--- src/sfc_consts.svh ---
// Opcodes, lengths, status bit positions and reset values
`ifndef SFC_CONSTS_SVH
`define SFC_CONSTS_SVH

// ======================================
// Opcodes
`define SFC_OP_WR_ON     8'h06
`define SFC_OP_WR_OFF    8'h04
`define SFC_OP_VOL_ARM   8'h50
`define SFC_OP_ST_WR     8'h01
`define SFC_OP_ST_RD     8'h05
`define SFC_OP_ST3_RD    8'h95
`define SFC_OP_ST3_WR    8'hc0
`define SFC_OP_PROG      8'h02
`define SFC_OP_QPROG     8'h32
`define SFC_OP_ER_SECT   8'h20
`define SFC_OP_ER_HALF   8'h52
`define SFC_OP_ER_BLOCK  8'hd8
`define SFC_OP_ER_CHIP   8'hc7
`define SFC_OP_ER_CHIP2  8'h60
`define SFC_OP_SLEEP     8'hb9
`define SFC_OP_WAKE_ID   8'hab
`define SFC_OP_MFR_DEV   8'h90
`define SFC_OP_ID_READ   8'h9f
`define SFC_OP_PARAM     8'h5a
`define SFC_OP_RST_ARM   8'h66
`define SFC_OP_RST_GO    8'h99
`define SFC_OP_QUAD_ON   8'h38
`define SFC_OP_QUAD_OFF  8'hff

// ======================================
// Sequence lengths in bytes, opcode included, and array block count
`define SFC_LEN_ONE      9'd1
`define SFC_LEN_STWR     9'd2
`define SFC_LEN_ADDR_LO  9'd2
`define SFC_LEN_ERASE    9'd4
`define SFC_LEN_ID_HDR   9'd4
`define SFC_LEN_PROG     9'd5
`define SFC_LEN_BLOCKS   9'd256

// ======================================
// Status byte bit positions
`define SFC_SR_BUSY      0
`define SFC_SR_WEL       1
`define SFC_SR_BP_LO     2
`define SFC_SR_SEL_BOT   3
`define SFC_SR_SEL_SECT  4
`define SFC_SR_BP_HI     4
`define SFC_SR_SIDE      5
`define SFC_SR_BOOT      6
`define SFC_SR_PERM      7
`define SFC_S3_TB        0
`define SFC_S3_OTP       1
`define SFC_SR_RESET     6'h00
`define SFC_S3_RESET     2'h0

`endif

--- src/sfc_pkg.sv ---
// Types shared by the serial flash command block
package sfc_pkg;

  typedef enum logic [2:0] {ex_stat, ex_prog, ex_sect, ex_half, ex_block, ex_chip} sfc_exec_t;

  typedef enum logic {ph_opcode, ph_body} sfc_phase_t;

  typedef struct packed {
    logic        write_enable_latch;
    logic        busy;
    logic [5:0]  st;
    logic [5:0]  nv;
    logic [1:0]  st3;
    logic [1:0]  nv3;
    logic        tb_done;
    logic        sel_lock;
    logic        quad;
    logic        dpd;
    logic        rst_arm;
    logic        vol_arm;
    sfc_phase_t  phase;
    logic [7:0]  op;
    logic [7:0]  sh;
    logic [11:0] bits;
    logic [23:0] addr;
    logic        alt;
    logic [1:0]  idc;
    logic [7:0]  out_sh;
    logic        out_on;
    logic [3:0]  dq;
    logic [3:0]  oe;
    logic        go;
    sfc_exec_t   kind;
    logic [23:0] eaddr;
    logic        dv;
    logic [7:0]  dbyte;
    logic [23:0] paddr;
  } sfc_core_t;

endpackage : sfc_pkg

--- src/sfc_link_if.sv ---
// Synchronised serial link events between sampler and core
`timescale 1ns/1ps
`default_nettype none
interface sfc_link_if;
  logic       sclk_rise;
  logic       sclk_fall;
  logic       cs_high;
  logic       cs_rise;
  logic [3:0] din;
  modport src (output sclk_rise, sclk_fall, cs_high, cs_rise, din);
  modport dst (input sclk_rise, sclk_fall, cs_high, cs_rise, din);
endinterface : sfc_link_if
`default_nettype wire

--- src/sfc_link_sync.sv ---
// Two-flop sampler and edge finder for the serial pins
`timescale 1ns/1ps
`default_nettype none
module sfc_link_sync (
  input  wire logic       sys_clk_in,
  input  wire logic       reset_n_in,
  input  wire logic       spi_clk_in,
  input  wire logic       spi_cs_n_in,
  input  wire logic [3:0] spi_dq_in,
  sfc_link_if.src         link
);
  // {clock, select, data}; select idles high
  logic [5:0] meta;
  logic [5:0] sync;
  logic [1:0] last;

  always_ff @(posedge sys_clk_in or negedge reset_n_in) begin
    if (!reset_n_in) begin
      meta <= 6'h10;
      sync <= 6'h10;
      last <= 2'h1;
    end else begin
      meta <= {spi_clk_in, spi_cs_n_in, spi_dq_in};
      sync <= meta;
      last <= sync[5:4];
    end
  end

  always_comb begin
    link.sclk_rise = sync[5] & ~last[1]; // [RULE24]
    link.sclk_fall = ~sync[5] & last[1];
    link.cs_high   = sync[4];
    link.cs_rise   = sync[4] & ~last[0];
    link.din       = sync[3:0];
  end
endmodule : sfc_link_sync
`default_nettype wire

--- src/sfc_protect.sv ---
// Protected-range decode from status bits and address
`timescale 1ns/1ps
`default_nettype none
`include "sfc_consts.svh"
module sfc_protect (
  input  wire logic [7:0]  status_in,
  input  wire logic        tb_in,
  input  wire logic [23:0] addr_in,
  output logic             hit_out,
  output logic             any_out
);
  logic [2:0] size;
  logic [8:0] span;
  logic [8:0] blk;
  logic       range_hit;
  logic       boot_hit;
  logic       sect;

  always_comb begin
    size = status_in[`SFC_SR_BP_HI:`SFC_SR_BP_LO];
    span = 9'd1 << ({1'b0, size} + 4'd1);
    blk  = {1'b0, addr_in[23:16]};
    sect = status_in[`SFC_SR_SEL_SECT];
    range_hit = 1'b0;
    if (size == 3'd7) begin
      range_hit = 1'b1;
    end else if (size != 3'd0) begin
      unique case ({tb_in, status_in[`SFC_SR_SIDE]})
        2'b00: range_hit = blk >= (`SFC_LEN_BLOCKS - span); // [RULE6]
        2'b01: range_hit = blk < span; // [RULE6]
        2'b10: range_hit = blk < (`SFC_LEN_BLOCKS - span); // [RULE7]
        2'b11: range_hit = blk >= span; // [RULE7]
      endcase
    end
    boot_hit = 1'b0;
    if (status_in[`SFC_SR_BOOT]) begin
      if (status_in[`SFC_SR_SEL_BOT]) begin
        boot_hit = sect ? (addr_in[23:12] == 12'h000) : (addr_in[23:16] == 8'h00); // [RULE8]
      end else begin
        boot_hit = sect ? (&addr_in[23:12]) : (&addr_in[23:16]); // [RULE8]
      end
    end
    hit_out = range_hit | boot_hit;
    any_out = (size != 3'd0) | status_in[`SFC_SR_BOOT];
  end
endmodule : sfc_protect
`default_nettype wire

--- src/sfc_flash_cmd.sv ---
// Serial flash command front-end and write protection
`timescale 1ns/1ps
`default_nettype none
`include "sfc_consts.svh"

// What this block does
// [RULE1] Write latch clears on power-up, non-volatile writes, reset
// [RULE2] Modifying commands need write latch set
// [RULE3] Writes accepted only on whole bytes
// [RULE4] Permanent lock freezes protect bits except boot lock bit
// [RULE5] Power-down ignores all but wake
// [RULE6] Top/bottom zero: upper or lower blocks
// [RULE7] Top/bottom one: complement ranges protected
// [RULE8] Boot lock guards end block or sector
// [RULE9] Boot selection bits programmable once only
// [RULE10] Everything shifted most significant bit first
// [RULE11] Reads stream data until select rises
// [RULE12] Writes ending mid-byte are rejected
// [RULE13] Partial program byte: nothing, latch kept
// [RULE14] Program needs address plus data byte
// [RULE15] Sector, half and block erases need exactly three address bytes
// [RULE16] Busy cycle ignores further array commands
// [RULE17] Reset only right after reset arm
// [RULE18] All-ones opcode leaves quad mode
// [RULE19] Volatile arm must directly precede status write
// [RULE20] Status and wake ID repeat continuously
// [RULE21] Maker and device bytes alternate by selector
// [RULE22] Parameter read streams from given address
// [RULE23] Write enable sets the write latch
// [RULE24] Input sampled on rising clock, modes 0/3
// [RULE25] Quad enter makes all transfers four-wide
// [RULE26] Status shows busy during internal cycles
// [RULE27] Select high returns decoder to opcode
module sfc_flash_cmd
  import sfc_pkg::*;
#(
  parameter logic [7:0] MFR_ID  = 8'ha5, // Arbitrary value
  parameter logic [7:0] TYPE_ID = 8'h3c, // Arbitrary value
  parameter logic [7:0] DEV_ID  = 8'h4e  // Arbitrary value
) (
  input  wire logic        sys_clk_in,
  input  wire logic        reset_n_in,
  input  wire logic        spi_clk_in,
  input  wire logic        spi_cs_n_in,
  input  wire logic [3:0]  spi_dq_in,
  output logic      [3:0]  spi_dq_out,
  output logic      [3:0]  spi_dq_oe_out,
  input  wire logic        array_done_in,
  input  wire logic [7:0]  param_data_in,
  output logic      [23:0] param_addr_out,
  output logic             exec_go_out,
  output var sfc_exec_t    exec_kind_out,
  output logic      [23:0] exec_addr_out,
  output logic             data_valid_out,
  output logic      [7:0]  data_out,
  output logic             busy_out,
  output logic             quad_mode_out,
  output logic             power_down_out
);

  // ======================================
  // Link sampling and protection decode
  sfc_link_if link ();

  sfc_link_sync u_sync (
    .sys_clk_in  (sys_clk_in),
    .reset_n_in  (reset_n_in),
    .spi_clk_in  (spi_clk_in),
    .spi_cs_n_in (spi_cs_n_in),
    .spi_dq_in   (spi_dq_in),
    .link        (link)
  );

  sfc_core_t  s;
  sfc_core_t  next_s;
  logic [7:0] sr;
  logic       prot_hit;
  logic       prot_any;

  sfc_protect u_prot (
    .status_in (sr),
    .tb_in     (s.st3[`SFC_S3_TB]),
    .addr_in   (s.addr),
    .hit_out   (prot_hit),
    .any_out   (prot_any)
  );

  // ======================================
  // Status write merge
  function automatic logic [5:0] sr_merge(
    input logic [5:0] cur,
    input logic [7:0] w,
    input logic       lock
  );
    logic [7:0] r;
    r = {cur, 2'b00};
    r[`SFC_SR_BOOT] = w[`SFC_SR_BOOT];
    if (!r[`SFC_SR_PERM]) begin
      r[`SFC_SR_PERM]  = w[`SFC_SR_PERM]; // [RULE4]
      r[`SFC_SR_SIDE]  = w[`SFC_SR_SIDE];
      r[`SFC_SR_BP_LO] = w[`SFC_SR_BP_LO];
      if (!lock) begin
        r[`SFC_SR_SEL_SECT:`SFC_SR_SEL_BOT] = w[`SFC_SR_SEL_SECT:`SFC_SR_SEL_BOT]; // [RULE9]
      end
    end
    return r[7:2];
  endfunction : sr_merge

  // ======================================
  // Command engine
  logic [7:0]  sh_new;
  logic [11:0] bits_new;
  logic [8:0]  nb;
  logic [8:0]  seq_nb;
  logic [7:0]  op_now;
  logic        whole;
  logic        awake;
  logic        can_wr;
  logic        one;
  logic        sel;

  always_comb begin
    sr = {s.st, s.write_enable_latch, s.busy}; // [RULE26]
  end

  always_comb begin
    sh_new   = s.quad ? {s.sh[3:0], link.din} : {s.sh[6:0], link.din[0]}; // [RULE10]
    bits_new = s.bits + (s.quad ? 12'd4 : 12'd1);
    nb       = bits_new[11:3];
    seq_nb   = s.bits[11:3];
    whole    = (s.bits[2:0] == 3'd0); // [RULE3] [RULE12]
    one      = whole && (seq_nb == `SFC_LEN_ONE);
    can_wr   = s.write_enable_latch && !s.busy && whole; // [RULE2] [RULE16]
    op_now   = (s.phase == ph_opcode) ? sh_new : s.op;
    awake    = !s.dpd || (op_now == `SFC_OP_WAKE_ID); // [RULE5]
    sel      = s.alt;
    next_s      = s;
    next_s.go   = 1'b0;
    next_s.dv   = 1'b0;
    next_s.busy = s.busy & ~array_done_in;

    // Rising edge: shift in, decode, load output bytes
    if (link.sclk_rise && !link.cs_high) begin // [RULE24]
      next_s.sh   = sh_new;
      next_s.bits = bits_new;
      if (bits_new[2:0] == 3'd0) begin
        if (s.phase == ph_opcode) begin
          next_s.op    = sh_new;
          next_s.phase = ph_body;
        end
        if (nb >= `SFC_LEN_ADDR_LO && nb <= `SFC_LEN_ERASE) begin
          next_s.addr = {s.addr[15:0], sh_new};
        end
        if (awake) begin
          unique case (op_now)
            `SFC_OP_ST_RD: begin
              next_s.out_sh = sr; // [RULE20] [RULE11]
              next_s.out_on = 1'b1;
            end
            `SFC_OP_ST3_RD: begin
              next_s.out_sh = {6'h00, s.st3};
              next_s.out_on = 1'b1;
            end
            `SFC_OP_WAKE_ID: begin
              if (nb >= `SFC_LEN_ID_HDR) begin
                next_s.out_sh = DEV_ID; // [RULE20]
                next_s.out_on = 1'b1;
              end
            end
            `SFC_OP_MFR_DEV: begin
              if (nb >= `SFC_LEN_ID_HDR) begin
                if (nb == `SFC_LEN_ID_HDR) begin
                  sel = sh_new[0]; // [RULE21]
                end
                next_s.out_sh = sel ? DEV_ID : MFR_ID; // [RULE21]
                next_s.alt    = ~sel;
                next_s.out_on = 1'b1;
              end
            end
            `SFC_OP_ID_READ: begin
              next_s.out_sh = (s.idc == 2'd0) ? MFR_ID :
                              (s.idc == 2'd1) ? TYPE_ID : DEV_ID;
              next_s.idc    = (s.idc == 2'd2) ? 2'd0 : s.idc + 2'd1;
              next_s.out_on = 1'b1;
            end
            `SFC_OP_PARAM: begin
              if (nb == `SFC_LEN_ERASE) begin
                next_s.paddr = {s.addr[15:0], sh_new}; // [RULE22]
              end else if (nb >= `SFC_LEN_PROG) begin
                next_s.out_sh = param_data_in; // [RULE22]
                next_s.paddr  = s.paddr + 24'd1;
                next_s.out_on = 1'b1;
              end
            end
            `SFC_OP_PROG,
            `SFC_OP_QPROG: begin
              if (nb >= `SFC_LEN_PROG && !s.dpd) begin
                next_s.dv    = 1'b1;
                next_s.dbyte = sh_new;
              end
            end
            default: begin
            end
          endcase
        end
      end
    end

    // Falling edge: drive next output bit or nibble
    if (link.sclk_fall && s.out_on && !link.cs_high) begin
      if (s.quad) begin
        next_s.dq     = s.out_sh[7:4]; // [RULE10]
        next_s.out_sh = {s.out_sh[3:0], 4'h0};
        next_s.oe     = 4'hf;
      end else begin
        next_s.dq     = {2'b00, s.out_sh[7], 1'b0}; // [RULE10]
        next_s.out_sh = {s.out_sh[6:0], 1'b0};
        next_s.oe     = 4'h2;
      end
    end

    // Select rising: judge and execute the sequence
    if (link.cs_rise && s.bits != 12'd0) begin
      if (s.dpd) begin
        if (s.op == `SFC_OP_WAKE_ID && whole) begin
          next_s.dpd = 1'b0; // [RULE5]
        end
      end else begin
        next_s.rst_arm = 1'b0; // [RULE17]
        next_s.vol_arm = 1'b0; // [RULE19]
        unique case (s.op)
          `SFC_OP_WR_ON: begin
            if (one) begin
              next_s.write_enable_latch = 1'b1; // [RULE23]
            end
          end
          `SFC_OP_WR_OFF: begin
            if (one) begin
              next_s.write_enable_latch = 1'b0; // [RULE1]
            end
          end
          `SFC_OP_VOL_ARM: begin
            next_s.vol_arm = one; // [RULE19]
          end
          `SFC_OP_RST_ARM: begin
            next_s.rst_arm = one; // [RULE17]
          end
          `SFC_OP_RST_GO: begin
            if (one && s.rst_arm) begin // [RULE17]
              next_s.write_enable_latch  = 1'b0; // [RULE1]
              next_s.busy = 1'b0;
              next_s.st   = s.nv;
              next_s.st3  = s.nv3;
              next_s.quad = 1'b0;
            end
          end
          `SFC_OP_QUAD_ON: begin
            if (one) begin
              next_s.quad = 1'b1; // [RULE25]
            end
          end
          `SFC_OP_QUAD_OFF: begin
            if (one) begin
              next_s.quad = 1'b0; // [RULE18]
            end
          end
          `SFC_OP_SLEEP: begin
            if (one) begin
              next_s.dpd = 1'b1; // [RULE5]
            end
          end
          `SFC_OP_ST_WR: begin
            if (whole && seq_nb == `SFC_LEN_STWR) begin
              if (s.vol_arm) begin
                next_s.st = sr_merge(s.st, s.sh, s.sel_lock); // [RULE19]
              end else if (can_wr) begin
                next_s.st       = sr_merge(s.nv, s.sh, s.sel_lock);
                next_s.nv       = sr_merge(s.nv, s.sh, s.sel_lock); // [RULE4]
                next_s.sel_lock = s.sel_lock | s.sh[`SFC_SR_BOOT]; // [RULE9]
                next_s.write_enable_latch      = 1'b0; // [RULE1]
                next_s.go       = 1'b1;
                next_s.kind     = ex_stat;
                next_s.busy     = 1'b1; // [RULE26]
              end
            end
          end
          `SFC_OP_ST3_WR: begin
            if (can_wr && seq_nb == `SFC_LEN_STWR) begin
              if (!s.tb_done) begin
                next_s.st3[`SFC_S3_TB] = s.sh[`SFC_S3_TB]; // [RULE9]
                next_s.nv3[`SFC_S3_TB] = s.sh[`SFC_S3_TB];
                next_s.tb_done         = 1'b1;
              end
              if (!s.nv[5]) begin
                next_s.st3[`SFC_S3_OTP] = s.st3[`SFC_S3_OTP] | s.sh[`SFC_S3_OTP]; // [RULE4]
                next_s.nv3[`SFC_S3_OTP] = s.nv3[`SFC_S3_OTP] | s.sh[`SFC_S3_OTP];
              end
              next_s.write_enable_latch = 1'b0;
            end
          end
          `SFC_OP_PROG,
          `SFC_OP_QPROG: begin
            if (can_wr && seq_nb >= `SFC_LEN_PROG && !prot_hit) begin // [RULE13] [RULE14]
              next_s.write_enable_latch   = 1'b0; // [RULE1]
              next_s.go    = 1'b1;
              next_s.kind  = ex_prog;
              next_s.eaddr = s.addr;
              next_s.busy  = 1'b1;
            end
          end
          `SFC_OP_ER_SECT,
          `SFC_OP_ER_HALF,
          `SFC_OP_ER_BLOCK: begin
            if (can_wr && seq_nb == `SFC_LEN_ERASE && !prot_hit) begin // [RULE15]
              next_s.write_enable_latch   = 1'b0; // [RULE1]
              next_s.go    = 1'b1;
              next_s.kind  = (s.op == `SFC_OP_ER_SECT) ? ex_sect :
                             (s.op == `SFC_OP_ER_HALF) ? ex_half : ex_block;
              next_s.eaddr = s.addr;
              next_s.busy  = 1'b1;
            end
          end
          `SFC_OP_ER_CHIP,
          `SFC_OP_ER_CHIP2: begin
            if (can_wr && one && !prot_any) begin
              next_s.write_enable_latch   = 1'b0; // [RULE1]
              next_s.go    = 1'b1;
              next_s.kind  = ex_chip;
              next_s.eaddr = 24'h000000;
              next_s.busy  = 1'b1;
            end
          end
          default: begin
          end
        endcase
      end
    end

    // Select high: drop partial sequence and release pins
    if (link.cs_high) begin
      next_s.phase  = ph_opcode; // [RULE27]
      next_s.bits   = 12'd0;
      next_s.sh     = 8'h00;
      next_s.out_on = 1'b0; // [RULE11]
      next_s.oe     = 4'h0;
      next_s.idc    = 2'd0;
    end
  end

  always_ff @(posedge sys_clk_in or negedge reset_n_in) begin
    if (!reset_n_in) begin
      s <= '0; // [RULE1]
    end else begin
      s <= next_s;
    end
  end

  // ======================================
  // Outputs
  assign spi_dq_out     = s.dq;
  assign spi_dq_oe_out  = s.oe;
  assign param_addr_out = s.paddr;
  assign exec_go_out    = s.go;
  assign exec_kind_out  = s.kind;
  assign exec_addr_out  = s.eaddr;
  assign data_valid_out = s.dv;
  assign data_out       = s.dbyte;
  assign busy_out       = s.busy;
  assign quad_mode_out  = s.quad;
  assign power_down_out = s.dpd;
endmodule : sfc_flash_cmd
`default_nettype wire

--- config.mk ---
export PLATFORM = sky130hd
export DESIGN_NAME = sfc_flash_cmd
export DESIGN_NICKNAME = d
export VERILOG_FILES = /design/src/sfc_pkg.sv /design/src/sfc_link_if.sv /design/src/sfc_link_sync.sv /design/src/sfc_protect.sv /design/src/sfc_flash_cmd.sv
export VERILOG_INCLUDE_DIRS = /design/src /design/src/src
export SDC_FILE = /design/constraint.sdc
export NUM_CORES = 1
export LEC_CHECK = 0
export BUFFER_PORTS_ARGS = -buffer_cell sky130_fd_sc_hd__buf_2
export CAP_MARGIN = 20
export CORE_UTILIZATION = 58
export DETAILED_ROUTE_END_ITERATION = 6
export PLACE_DENSITY = 0.88
export SLEW_MARGIN = 20
export SYNTH_ARGS = -nofsm -noshare
export SYNTH_HDL_FRONTEND = slang
export SYNTH_SLANG_ARGS = --single-unit
--- constraint.sdc ---
create_clock -name sys_clk_in -period 6.8 [get_ports sys_clk_in]
set_input_delay 1.36 -clock sys_clk_in [delete_from_list [all_inputs] [get_ports sys_clk_in]]
set_output_delay 1.36 -clock sys_clk_in [all_outputs]
set_load 0.02 [all_outputs]
==> summary.md, run 1 <==
| Metric | Value |
|---|---|
| CP Max Fanout | `15` |
| Pwr dens | `210 nW/um2` |
| Drt wl/cell | `18.5 um` |
| Die H | `135 um` |
| Minimum clock period | `4670 ps` |
| Crit share post-route | `68.6%` |
| Final Core Density | `63.1%` |
| Iter 0 DRT Violations | `1054` |
| Crit path kind | `register to register` |
| GRT Total Usage | `28.3%` |
| Slew of the pin with the lowest slew margin | `967 ps` |
| Hold Path Class | `register to register` |
| Unrepaired setup endpoints after global routing | `no` |
| Vias post-DR | `8500` |
| Clk buf depth | `2` |
| Full die area | `18200 um2` |
| Yosys cell types | `76` |
| Nets | `1138` |
| Sequential Power Share | `48.3%` |
| Clock latency on the worst-skew pair | `440 ps` |
| Placer Congestion | `0.984` |
| Fmax | `0.214 GHz` |
| Register area share after synthesis | `41.7%` |
| Setup Skew | `11.2 ps` |
| Std cell rows | `48` |
| Number of synthesized flops with an enable pin | `0` |
| Post-synth top cells | `dfrtp_1 (167), nand2_1 (113), a21oi_1 (83)` |
| Internal power | `1710 uW` |
| Arr. time, crit path | `4990 ps` |
| Net Switching | `579 uW` |
| Number of global-route vias before repair | `7973` |
| Final Hold Fails | `0` |
| Pre-antenna DRT Iters | `5` |
| Setup bufs post-CTS | `0` |
| Total Wirelength | `24800 um` |
| Slew Limit Fails | `0` |
| Leakage power | `0.00494 uW` |
| Register bit total from synthesis | `170` |
| Global-route wire length before repair | `40500 um` |
| Root buf cell | `clkbuf_16` |
| Critical path endpoint category | `register` |
| Initial core utilization | `59.3%` |
| Synth area leader | `dfrtp_1` |
| Gate power share | `6.7%` |
| Max Used Layer | `met4` |
| Layout cells sized above 1 | `18.6%` |
| Core region area | `17200 um2` |
| Total clock sinks | `170` |
| Top cells by area, synth | `dfrtp_1 (41%), mux2_2 (5.2%), buf_4 (5.0%), mux2i_1 (4.4%), nand2_1 (4.2%)` |
| Final setup vio count | `0` |
| Ant. Diodes | `0` |
| Hold-fix buffers at CTS | `0` |
| Antenna viol nets, final | `0` |
| Max-Cap Viols | `0` |
| Mapped Cells | `1115` |
| Synth Net Count | `1152` |
| HPWL Detailed | `17000 um` |
| CTS Buf Count | `17` |
| Relative slew slack | `35.3%` |
| Yosys warns | `0` |
| Layout area overhead | `6.39%` |
| Routed wl met2 | `11400 um` |
| Sw Ratio | `25.4%` |
| H-tree levels | `4` |
| DRC | `0` |
| Initial antenna violation count | `0` |
| Mean Syn Cell Area | `9.16 um2` |
| Critical Path Source Type | `register` |
| GRT overflow | `0` |
| Max IR drop VDD | `0.000234 V` |
| Most used DFF post-synth | `dfrtp_1` |
| Resize count post-CTS | `0` |
| Die extent in x | `135 um` |
| Largest net degree at the start of global routing | `96` |
| Synth Cell Area | `10200 um2` |
| Vias per cell | `6.35` |
| Clock Power Share | `45.0%` |
| Port Buffers | `88` |
| Count leader, synth | `dfrtp_1` |
| TNS Setup | `0 ps` |
| Met1 Routed Length | `10500 um` |
| Run status | `finished, final reports clean` |
| Top cell type's share of synthesized area | `40.9%` |
| CTS tree | `built` |
| CTS clk-pin slew, worst paths | `60 ps` |
| Crit path required time | `7120 ps` |
| Met3 WL | `2200 um` |
| Async set-or-reset flop fraction in the synthesized netlist | `100%` |
| I/O pin count | `89` |
[critical path, stage by stage (launching register included)]
cell	delay, ps
dfrtp_1	570
nand2_1	140
inv_1	140
ha_1	340
or3_1	460
ha_1	260
nand3_1	90
xor2_1	170
ha_1	270
and4_1	200
o21ai_0	70
a31oi_1	100
a211o_1	350
a221oi_1	360
a21oi_1	200
nor3_1	460
mux2_2	390
[cell type report]
class	count	area [um2]
Fill cell	1313	6370
Clock inverter	12	163
Multi-Input combinational cell	770	5000
Clock buffer	20	467
Sequential cell	170	4260
Tap cell	225	282
Timing Repair Buffer	97	534
Inverter	45	169
[stage by stage]
step           area [um2]  worst slack (ps)  hold WS [ps]  total power, uW  std cells
3_5_place_dp        10200              2190           335             1270       1306
5_1_grt             10900              1780           357             2350       1339
3_3_place_gp        10200              2380           334             1260       1306
6_report            10900              2130           347             2280       1339
4_1_cts             10800              2180           349             2290       1338
2_1_floorplan       10200              2510           331             1200       1115
[power groups by stage]
stage	Combinational [uW]	Sequential, uW	Clock [uW]
floorplan	136	1070	0
global placement	144	1120	0
detailed placement	147	1120	0
CTS	149	1100	1040
global route	172	1110	1070
finish	152	1100	1030
[layer usage]
| layer | up-vias | global-route usage, % |
|---|---|---|
| met1 | 4087 | 38.6 |
| met2 | 452 | 43.5 |
| li1 | 3879 | - |
| met5 | - | 0 |
| met4 | 0 | 12.4 |
| met3 | 82 | 6.23 |
[sequential cells by signal (all words and copies together) (netlist names)]
name            flops
s                  86
exec_addr_out      24
param_addr_out     24
data_out            8
u_sync.meta         6
u_sync.sync         6
spi_dq_out          4
exec_kind_out       3
spi_dq_oe_out       2
u_sync.last         2
busy_out            1
data_valid_out      1
exec_go_out         1
power_down_out      1
quad_mode_out       1
[path summary, 6_finish.rpt]
kind                           startpoint                 to  slack (ps)  cells after the start
setup reg to reg                   s[151]   exec_kind_out[0]        2130                     16
min in group asynchronous      reset_n_in  exec_addr_out[23]         970                      1
setup / recovery                   s[151]   exec_kind_out[0]        2130                     16
max in group asynchronous      reset_n_in     u_sync.meta[4]        4570                      3
hold reg to reg            u_sync.meta[0]     u_sync.sync[0]         350                      0
hold / removal             u_sync.meta[0]     u_sync.sync[0]         350                      0
[layout by cell type, fill, tap and decap left out, types with 12 or more instances in the layout]
| master | synthesis | routed |
|---|---|---|
| nor2b_1 | 12 | 12 |
| nand4_1 | 18 | 18 |
| nand3_1 | 46 | 46 |
| a21oi_1 | 83 | 83 |
| nor3_1 | 20 | 20 |
| buf_2 | 17 | 87 |
| o22ai_1 | 13 | 13 |
| clkbuf_16 | 0 | 17 |
| nand2b_1 | 16 | 16 |
| nor4_1 | 14 | 14 |
| nand2_1 | 113 | 113 |
| dfrtp_1 | 167 | 167 |
| inv_1 | 43 | 43 |
| nor2_1 | 80 | 80 |
| and3_1 | 12 | 12 |
| o21ai_0 | 53 | 53 |
| mux2i_1 | 45 | 45 |
| ha_1 | 20 | 20 |
| mux2_2 | 47 | 47 |
[logic make-up after synthesis]
| family | synth area share [%] |
|---|---|
| and+or+nand+nor | 20.2 |
| AOI/OAI and AO/OA | 14.9 |
| buffers and inverters | 9.47 |
| DFF | 41.7 |
| muxes | 9.74 |
| adders and majority gates | 2.45 |
| xor gates and xnor gates | 1.54 |
No activity file was read; power rests on OpenSTA's default activity.
==> inputs of run 2 (changes only) <==
--- a/config.mk
+++ b/config.mk
@@ -6,11 +6,12 @@
 export SDC_FILE = /design/constraint.sdc
 export NUM_CORES = 1
 export LEC_CHECK = 0
+export ABC_AREA = 1
 export BUFFER_PORTS_ARGS = -buffer_cell sky130_fd_sc_hd__buf_2
 export CAP_MARGIN = 20
-export CORE_UTILIZATION = 58
+export CORE_UTILIZATION = 55
 export DETAILED_ROUTE_END_ITERATION = 6
-export PLACE_DENSITY = 0.88
+export PLACE_DENSITY = 0.87
 export SLEW_MARGIN = 20
 export SYNTH_ARGS = -nofsm -noshare
 export SYNTH_HDL_FRONTEND = slang
==> constraint.sdc (replaced) <==
create_clock -name sys_clk_in -period 4.1 [get_ports sys_clk_in]
set_input_delay 0.82 -clock sys_clk_in [delete_from_list [all_inputs] [get_ports sys_clk_in]]
set_output_delay 0.82 -clock sys_clk_in [all_outputs]
set_load 0.02 [all_outputs]
==> run 2 against run 1 <==
Effect of this change: the flow now finishes with violations (design-rule violations); clock skew increased by 2.8 ps; register-to-register slack worse by 1800 ps; fmax grew 24%; synthesized cell count grew 33%; power rose by 65%; setup slack got worse by 1800 ps; sequential power is 60% higher; largest cell class unchanged.
==> summary.md, run 2 <==
| Metric | Value |
|---|---|
| Vias per cell | `5.71 (-10%)` |
| Iter 0 DRT Violations | `1131 (+7.3%)` |
| Slew of the pin with the lowest slew margin | `876 ps (-91.0 ps)` |
| Number of synthesized flops with an enable pin | `0 (unchanged)` |
| CTS Buf Count | `17 (unchanged)` |
| Commonest non-fill, non-tap cell in the layout | `nand2_1` |
| Arr. time, crit path | `4100 ps (-890 ps)` |
| Std cell rows | `51 (+6.3%)` |
| Hold Path Class | `register to register` |
| Initial core utilization | `55.9% (-3.3 points)` |
| Largest net degree at the start of global routing | `84 (-13%)` |
| TNS Setup | `0 ps (unchanged)` |
| Count leader, synth | `nand2_1` |
| Most used DFF post-synth | `dfrtp_1` |
| Reg with most FFs | `s` |
| Root buf cell | `clkbuf_16` |
| Final setup vio count | `0 (unchanged)` |
| Setup Skew | `14.0 ps (+2.81 ps)` |
| Port Buffers | `88 (unchanged)` |
| Worst path max stage delay | `480 ps (-90 ps)` |
| Layout cells sized above 1 | `12.7% (-5.9 points)` |
| Total Wirelength | `28800 um (+16%)` |
| Global-route wire length before repair | `46500 um (+15%)` |
| Synth Net Count | `1521 (+32%)` |
| Max IR drop VDD | `0.000296 V (+26%)` |
| Cell Count Post-Placement | `1740 (+33%)` |
| Yosys cell types | `54 (-29%)` |
| Clk buf depth | `2 (unchanged)` |
| Crit path kind | `register to register` |
| Mapped Cells | `1484 (+33%)` |
| Slew Limit Fails | `0 (unchanged)` |
| Final Hold Fails | `0 (unchanged)` |
| Relative slew slack | `41.1% (+5.8 points)` |
| Number of global-route vias before repair | `9064 (+14%)` |
| Max-Cap Viols | `0 (unchanged)` |
| Run status | `finished, violations left` |
| Post-route cell area | `11600 um2 (+6.8%)` |
| Critical path endpoint category | `register` |
| Synth Cell Area | `10900 um2 (+6.2%)` |
| Worst slack, placed | `357 ps (-1830 ps)` |
| GRT overflow | `0 (unchanged)` |
| Top cells by area, synth | `dfrtp_1 (39%), nand2_1 (14%), o21ai_0 (5.9%), inv_1 (5.2%), buf_4 (4.8%)` |
| Yosys warns | `0 (unchanged)` |
| Minimum clock period | `3780 ps (-891 ps)` |
| Ant. Diodes | `0 (unchanged)` |
| H-tree levels | `4 (unchanged)` |
| Leakage power | `0.00575 uW (+16%)` |
| DRC | `1 (+1)` |
| Core region area | `19400 um2 (+13%)` |
| Die H | `142 um (+5.7%)` |
| Crit path required time | `4430 ps (-2690 ps)` |
| Area of the multi-input gates | `5260 um2 (+5.3%)` |
| Vias post-DR | `10100 (+19%)` |
| CP Max Fanout | `24 (+9)` |
| Crit-path slowest cell | `dfrtp_1` |
| Layout area overhead | `6.98%` |
| HPWL Detailed | `21700 um (+28%)` |
| Power, Total | `3760 uW (+65%)` |
| Crit path top cell by count | `nand2_1` |
| Top cell type's share of synthesized area | `38.5% (-2.4 points)` |
| Async set-or-reset flop fraction in the synthesized netlist | `100% (unchanged)` |
| Critical Path Source Type | `register` |
| Mean Syn Cell Area | `7.31 um2 (-20%)` |
| Violated checks | `design-rule violations` |
| Post-synth top cells | `nand2_1 (401), dfrtp_1 (167), inv_1 (149)` |
| Register bit total from synthesis | `170 (unchanged)` |
| Fillcell total | `1780 (+36%)` |
| Worst R2R Setup Slack | `320 ps (-1810 ps)` |
| Finished Layout Cells | `1772 (+32%)` |
| Initial antenna violation count | `0 (unchanged)` |
| Area after DPL | `11000 um2 (+8.0%)` |
| Drt wl/cell | `16.2 um (-12%)` |
| CTS clk-pin slew, worst paths | `70 ps (about the same)` |
| CTS tree | `built` |
| Area taken by flip-flops and latches | `4260 um2 (unchanged)` |
| Total clock sinks | `170 (unchanged)` |
| Antenna viol nets, final | `0 (unchanged)` |
| Clock latency on the worst-skew pair | `450 ps (about the same)` |
| Commonest non-fill, non-tap cells in the layout | `nand2_1 (400), dfrtp_1 (167), inv_1 (149), o21ai_0 (127), nor2_1 (117)` |
| Pwr dens | `324 nW/um2 (+54%)` |
| Nets | `1531 (+35%)` |
| Crit share post-route | `92.1% (+23 points)` |
| Synth area leader | `dfrtp_1` |
| Placer Congestion | `0.978 (-0.59%)` |
| Fmax | `0.265 GHz (+24%)` |
| Worst setup margin | `325 ps (-1810 ps)` |
| I/O pin count | `89 (unchanged)` |
| Max reg flops | `86 (unchanged)` |
| Register area share after synthesis | `39.2% (-2.4 points)` |
| GRT Total Usage | `29.5% (+1.2 points)` |
| Unrepaired setup endpoints after global routing | `no` |
| Pre-antenna DRT Iters | `7 (+2)` |
| Full die area | `20300 um2 (+12%)` |
| Die extent in x | `142 um (+5.7%)` |
-- run 2: cell types whose count changed in the layout (fill, tap and decap cells not counted), moves of 16 or more --
cell      delta
mux2_2      -44
a21oi_1     -56
nand2_1    +287
o21ai_0     +74
mux2i_1     -41
nand3_1     +56
o21ai_1     +20
nor2_1      +37
o21ai_2     +18
nand2b_1    -16
nand4_1     +37
inv_1      +106
-- run 2: layer usage --
metal	share of wire, %	track usage (%)
met5	0	0
met4	2.7	11.3
met3	7.1	4.58
met2	47	47.8
met1	43	39.8
-- run 2: cell type report --
class	count	share of cell area [%]
flip-flops and latches	170	36.7
repair buffers	104	5.13
clock buffers	18	3.78
well taps	265	2.86
multi-input cells	1044	45.3
inverters	157	5.12
clock inverters	14	1.10
-- run 2: critical path: cells and delay by family (launching register included) --
kind / cells / cell delay, ps
simple gates: 19 / 1620
flops: 1 / 480
buf+inv: 3 / 410
compound gates: 1 / 130
fa+ha+maj: 3 / 840
xor+xnor: 1 / 180
-- run 2: worst paths after layout --
kind	startpoint	to	depth (start not counted)
worst max-delay path	s[151]	exec_addr_out[11]	27
worst min-delay path	u_sync.meta[2]	u_sync.sync[2]	0
worst max register to register	s[151]	exec_addr_out[11]	27
worst min register to register	u_sync.meta[2]	u_sync.sync[2]	0
max in group asynchronous	reset_n_in	s[131]	2
min in group asynchronous	reset_n_in	exec_addr_out[20]	1
-- run 2: logic make-up after synthesis --
family | synth area share, %
flops | 39.2
buf+inv | 12.4
compound gates | 13.3
simple gates | 30.0
xor+xnor | 2.10
fa+ha+maj | 2.31
mux | 0.680
-- run 2: through the flow --
step                util (%)  hold WS (ps)
floorplan                  -           331
global placement        56.9           331
detailed placement      56.9           336
CTS                     59.8           352
global route            59.8           354
finish                  59.8           349
-- run 2: where the power goes --
part | leakage (uW) | total (uW) | internal, uW | switching, uW
combinational | 0.00318 | 443 | 120 | 322
clock | 0.000277 | 1560 | 815 | 749
sequential | 0.00229 | 1760 | 1710 | 42.2
total | 0.00575 | 3760 | 2650 | 1110
-- run 2: what timing repair did --
item	in CTS	in global routing
hold buffers	0	0
gates resized for setup	0	2
setup endpoints to repair	0	24
setup buffers	0	0
==> inputs of run 3 (changes only) <==
--- a/config.mk
+++ b/config.mk
@@ -9,6 +9,7 @@
 export ABC_AREA = 1
 export BUFFER_PORTS_ARGS = -buffer_cell sky130_fd_sc_hd__buf_2
 export CAP_MARGIN = 20
+export CORE_MARGIN = 4
 export CORE_UTILIZATION = 55
 export DETAILED_ROUTE_END_ITERATION = 6
 export PLACE_DENSITY = 0.87
==> run 3 against run 2 <==
Effect of this change: the run now ends clean; flip-flop and latch count unchanged; non-clock buffer count increased by 2; cell area increased by 0.29%; global-route usage decreased by 3.0 points; die area increased by 8.6%; largest power group unchanged.
==> summary.md, run 3 (synthesis results as in run 2) <==
| Metric | Value |
|---|---|
| Sequential Power Share | `46.1% (-0.6 points)` |
| Max reg flops | `86 (unchanged)` |
| Global-route wire length before repair | `47200 um (+1.4%)` |
| Core region area | `19500 um2 (+0.33%)` |
| Critical Path Source Type | `register` |
| TNS Setup | `0 ps (unchanged)` |
| Relative slew slack | `44.0% (+2.9 points)` |
| Fillcell total | `1743 (-2.1%)` |
| DRC | `0 (-1)` |
| Commonest non-fill, non-tap cells in the layout | `nand2_1 (399), dfrtp_1 (166), inv_1 (149), o21ai_0 (127), nor2_1 (117)` |
| Slew of the pin with the lowest slew margin | `840 ps (-35.4 ps)` |
| Commonest non-fill, non-tap cell in the layout | `nand2_1` |
| Area after DPL | `11000 um2 (about the same)` |
| Hold Path Class | `register to register` |
| CTS Buf Count | `17 (unchanged)` |
| Sw Ratio | `28.5% (-1.1 points)` |
| GRT overflow | `0 (unchanged)` |
| Setup Skew | `12.1 ps (-1.96 ps)` |
| Slew Limit Fails | `0 (unchanged)` |
| Root buf cell | `clkbuf_16` |
| Antenna viol nets, final | `0 (unchanged)` |
| Layout cells sized above 1 | `13.0% (+0.31 points)` |
| Full die area | `22000 um2 (+8.6%)` |
| Crit share post-route | `90.4% (-1.6 points)` |
| Final Hold Fails | `0 (unchanged)` |
| Critical path endpoint category | `register` |
| Final Core Density | `59.8% (about the same)` |
| Ant. Diodes | `0 (unchanged)` |
| Reg with most FFs | `s` |
| Vias post-DR | `10200 (+0.80%)` |
| Fmax | `0.270 GHz (+1.8%)` |
| Placer Congestion | `1.00 (+2.8%)` |
| Die H | `148 um (+4.2%)` |
| Layout area overhead | `7.29%` |
| Number of global-route vias before repair | `9278 (+2.4%)` |
| Run status | `finished, final reports clean` |
| Crit path top cell by count | `nand2_1` |
| CTS tree | `built` |
| Max IR drop VDD | `0.000299 V (+1.1%)` |
| Std cell rows | `51 (unchanged)` |
| Pre-antenna DRT Iters | `6 (-1)` |
| H-tree levels | `4 (unchanged)` |
| Max-Cap Viols | `0 (unchanged)` |
| Unrepaired setup endpoints after global routing | `no` |
| Clk buf depth | `2 (unchanged)` |
| Vias per cell | `5.75 (+0.69%)` |
| Nets | `1533 (+0.13%)` |
| Clock Power Share | `42.4% (+0.8 points)` |
| Crit-path slowest cell | `dfrtp_2` |
| Die extent in x | `148 um (+4.2%)` |
| Clock latency on the worst-skew pair | `430 ps (-20 ps)` |
| Cell Count Post-Placement | `1741 (+0.057%)` |
| Pwr dens | `328 nW/um2 (+1.1%)` |
| Drt wl/cell | `16.5 um (+1.6%)` |
| Leakage power | `0.00576 uW (+0.22%)` |
| Internal power | `2730 uW (+2.9%)` |
| Crit path required time | `4420 ps (about the same)` |
| Initial core utilization | `55.8% (-0.18 points)` |
| Minimum clock period | `3710 ps (-67.4 ps)` |
| Gate power share | `11.5% (-0.3 points)` |
| Total Wirelength | `29300 um (+1.8%)` |
| HPWL Detailed | `21800 um (+0.15%)` |
| Iter 0 DRT Violations | `1175 (+3.9%)` |
| I/O pin count | `89 (unchanged)` |
| Total clock sinks | `170 (unchanged)` |
| Finished Layout Cells | `1774 (+0.11%)` |
| Hold WS | `348 ps (-1.39 ps)` |
| Crit path kind | `register to register` |
| CTS clk-pin slew, worst paths | `70 ps (about the same)` |
| GRT Total Usage | `26.5% (-3.0 points)` |
| Port Buffers | `88 (unchanged)` |
| Net Switching | `1090 uW (-2.2%)` |
| Largest net degree at the start of global routing | `93 (+11%)` |
| Final setup vio count | `0 (unchanged)` |
| CP Max Fanout | `24 (unchanged)` |
| Worst path max stage delay | `480 ps (about the same)` |
| Initial antenna violation count | `0 (unchanged)` |
| Post-route cell area | `11600 um2 (+0.29%)` |
| Arr. time, crit path | `4030 ps (-70 ps)` |
[run 3: area by class of cell]
cell class | instances | area [um2] | area share, %
multi-input combinational | 1044 | 5270 | 45.3
inverter | 157 | 594 | 5.11
clock inverter | 12 | 130 | 1.12
sequential | 170 | 4260 | 36.6
tap | 265 | 332 | 2.85
timing repair buffer | 106 | 598 | 5.14
clock buffer | 20 | 457 | 3.92
[run 3: final timing paths]
path,startpoint,endpoint,slack [ps],depth (start not counted)
worst max-delay path,s[151],exec_addr_out[19],390,27
worst min-delay path,u_sync.meta[0],u_sync.sync[0],350,0
worst max register to register,s[151],exec_addr_out[19],390,27
worst min register to register,u_sync.meta[0],u_sync.sync[0],350,0
max in group asynchronous,reset_n_in,u_sync.last[0],2790,2
min in group asynchronous,reset_n_in,exec_kind_out[0],480,1
[run 3: critical path: cells and delay by family (launching register included)]
kind,cells,cell delay [ps]
xor+xnor,1,180
fa+ha+maj,3,850
simple gates,19,1630
buf+inv,4,450
flops,1,480
[run 3: timing repair]
item                       4_1_cts  5_1_grt
setup endpoints to repair        0       24
resized for setup                0        6
buffers inserted                 0        1
hold buffers                     0        0
[run 3: layer usage]
| metal | vias to the layer above | part of all wire (%) | global-route usage, % |
|---|---|---|---|
| li1 | 4876 | - | - |
| met5 | - | 0 | 0 |
| met4 | 0 | 3.5 | 9.42 |
| met2 | 473 | 46 | 42.7 |
| met1 | 4778 | 43 | 36.4 |
| met3 | 78 | 6.9 | 4.48 |
[run 3: per-stage QoR]
step | setup slack (ps) | power (uW)
2_1_floorplan | 690 | 2080
3_3_place_gp | 489 | 2210
6_report | 392 | 3810
5_1_grt | 10.9 | 3970
3_5_place_dp | 341 | 2220
4_1_cts | 325 | 3810
[run 3: power by group through the flow]
stage	clock network (uW)	registers, uW	logic [uW]
3_5_place_dp	0	1790	428
5_1_grt	1710	1760	496
4_1_cts	1630	1760	431
2_1_floorplan	0	1770	311
3_3_place_gp	0	1780	421
6_report	1620	1760	440
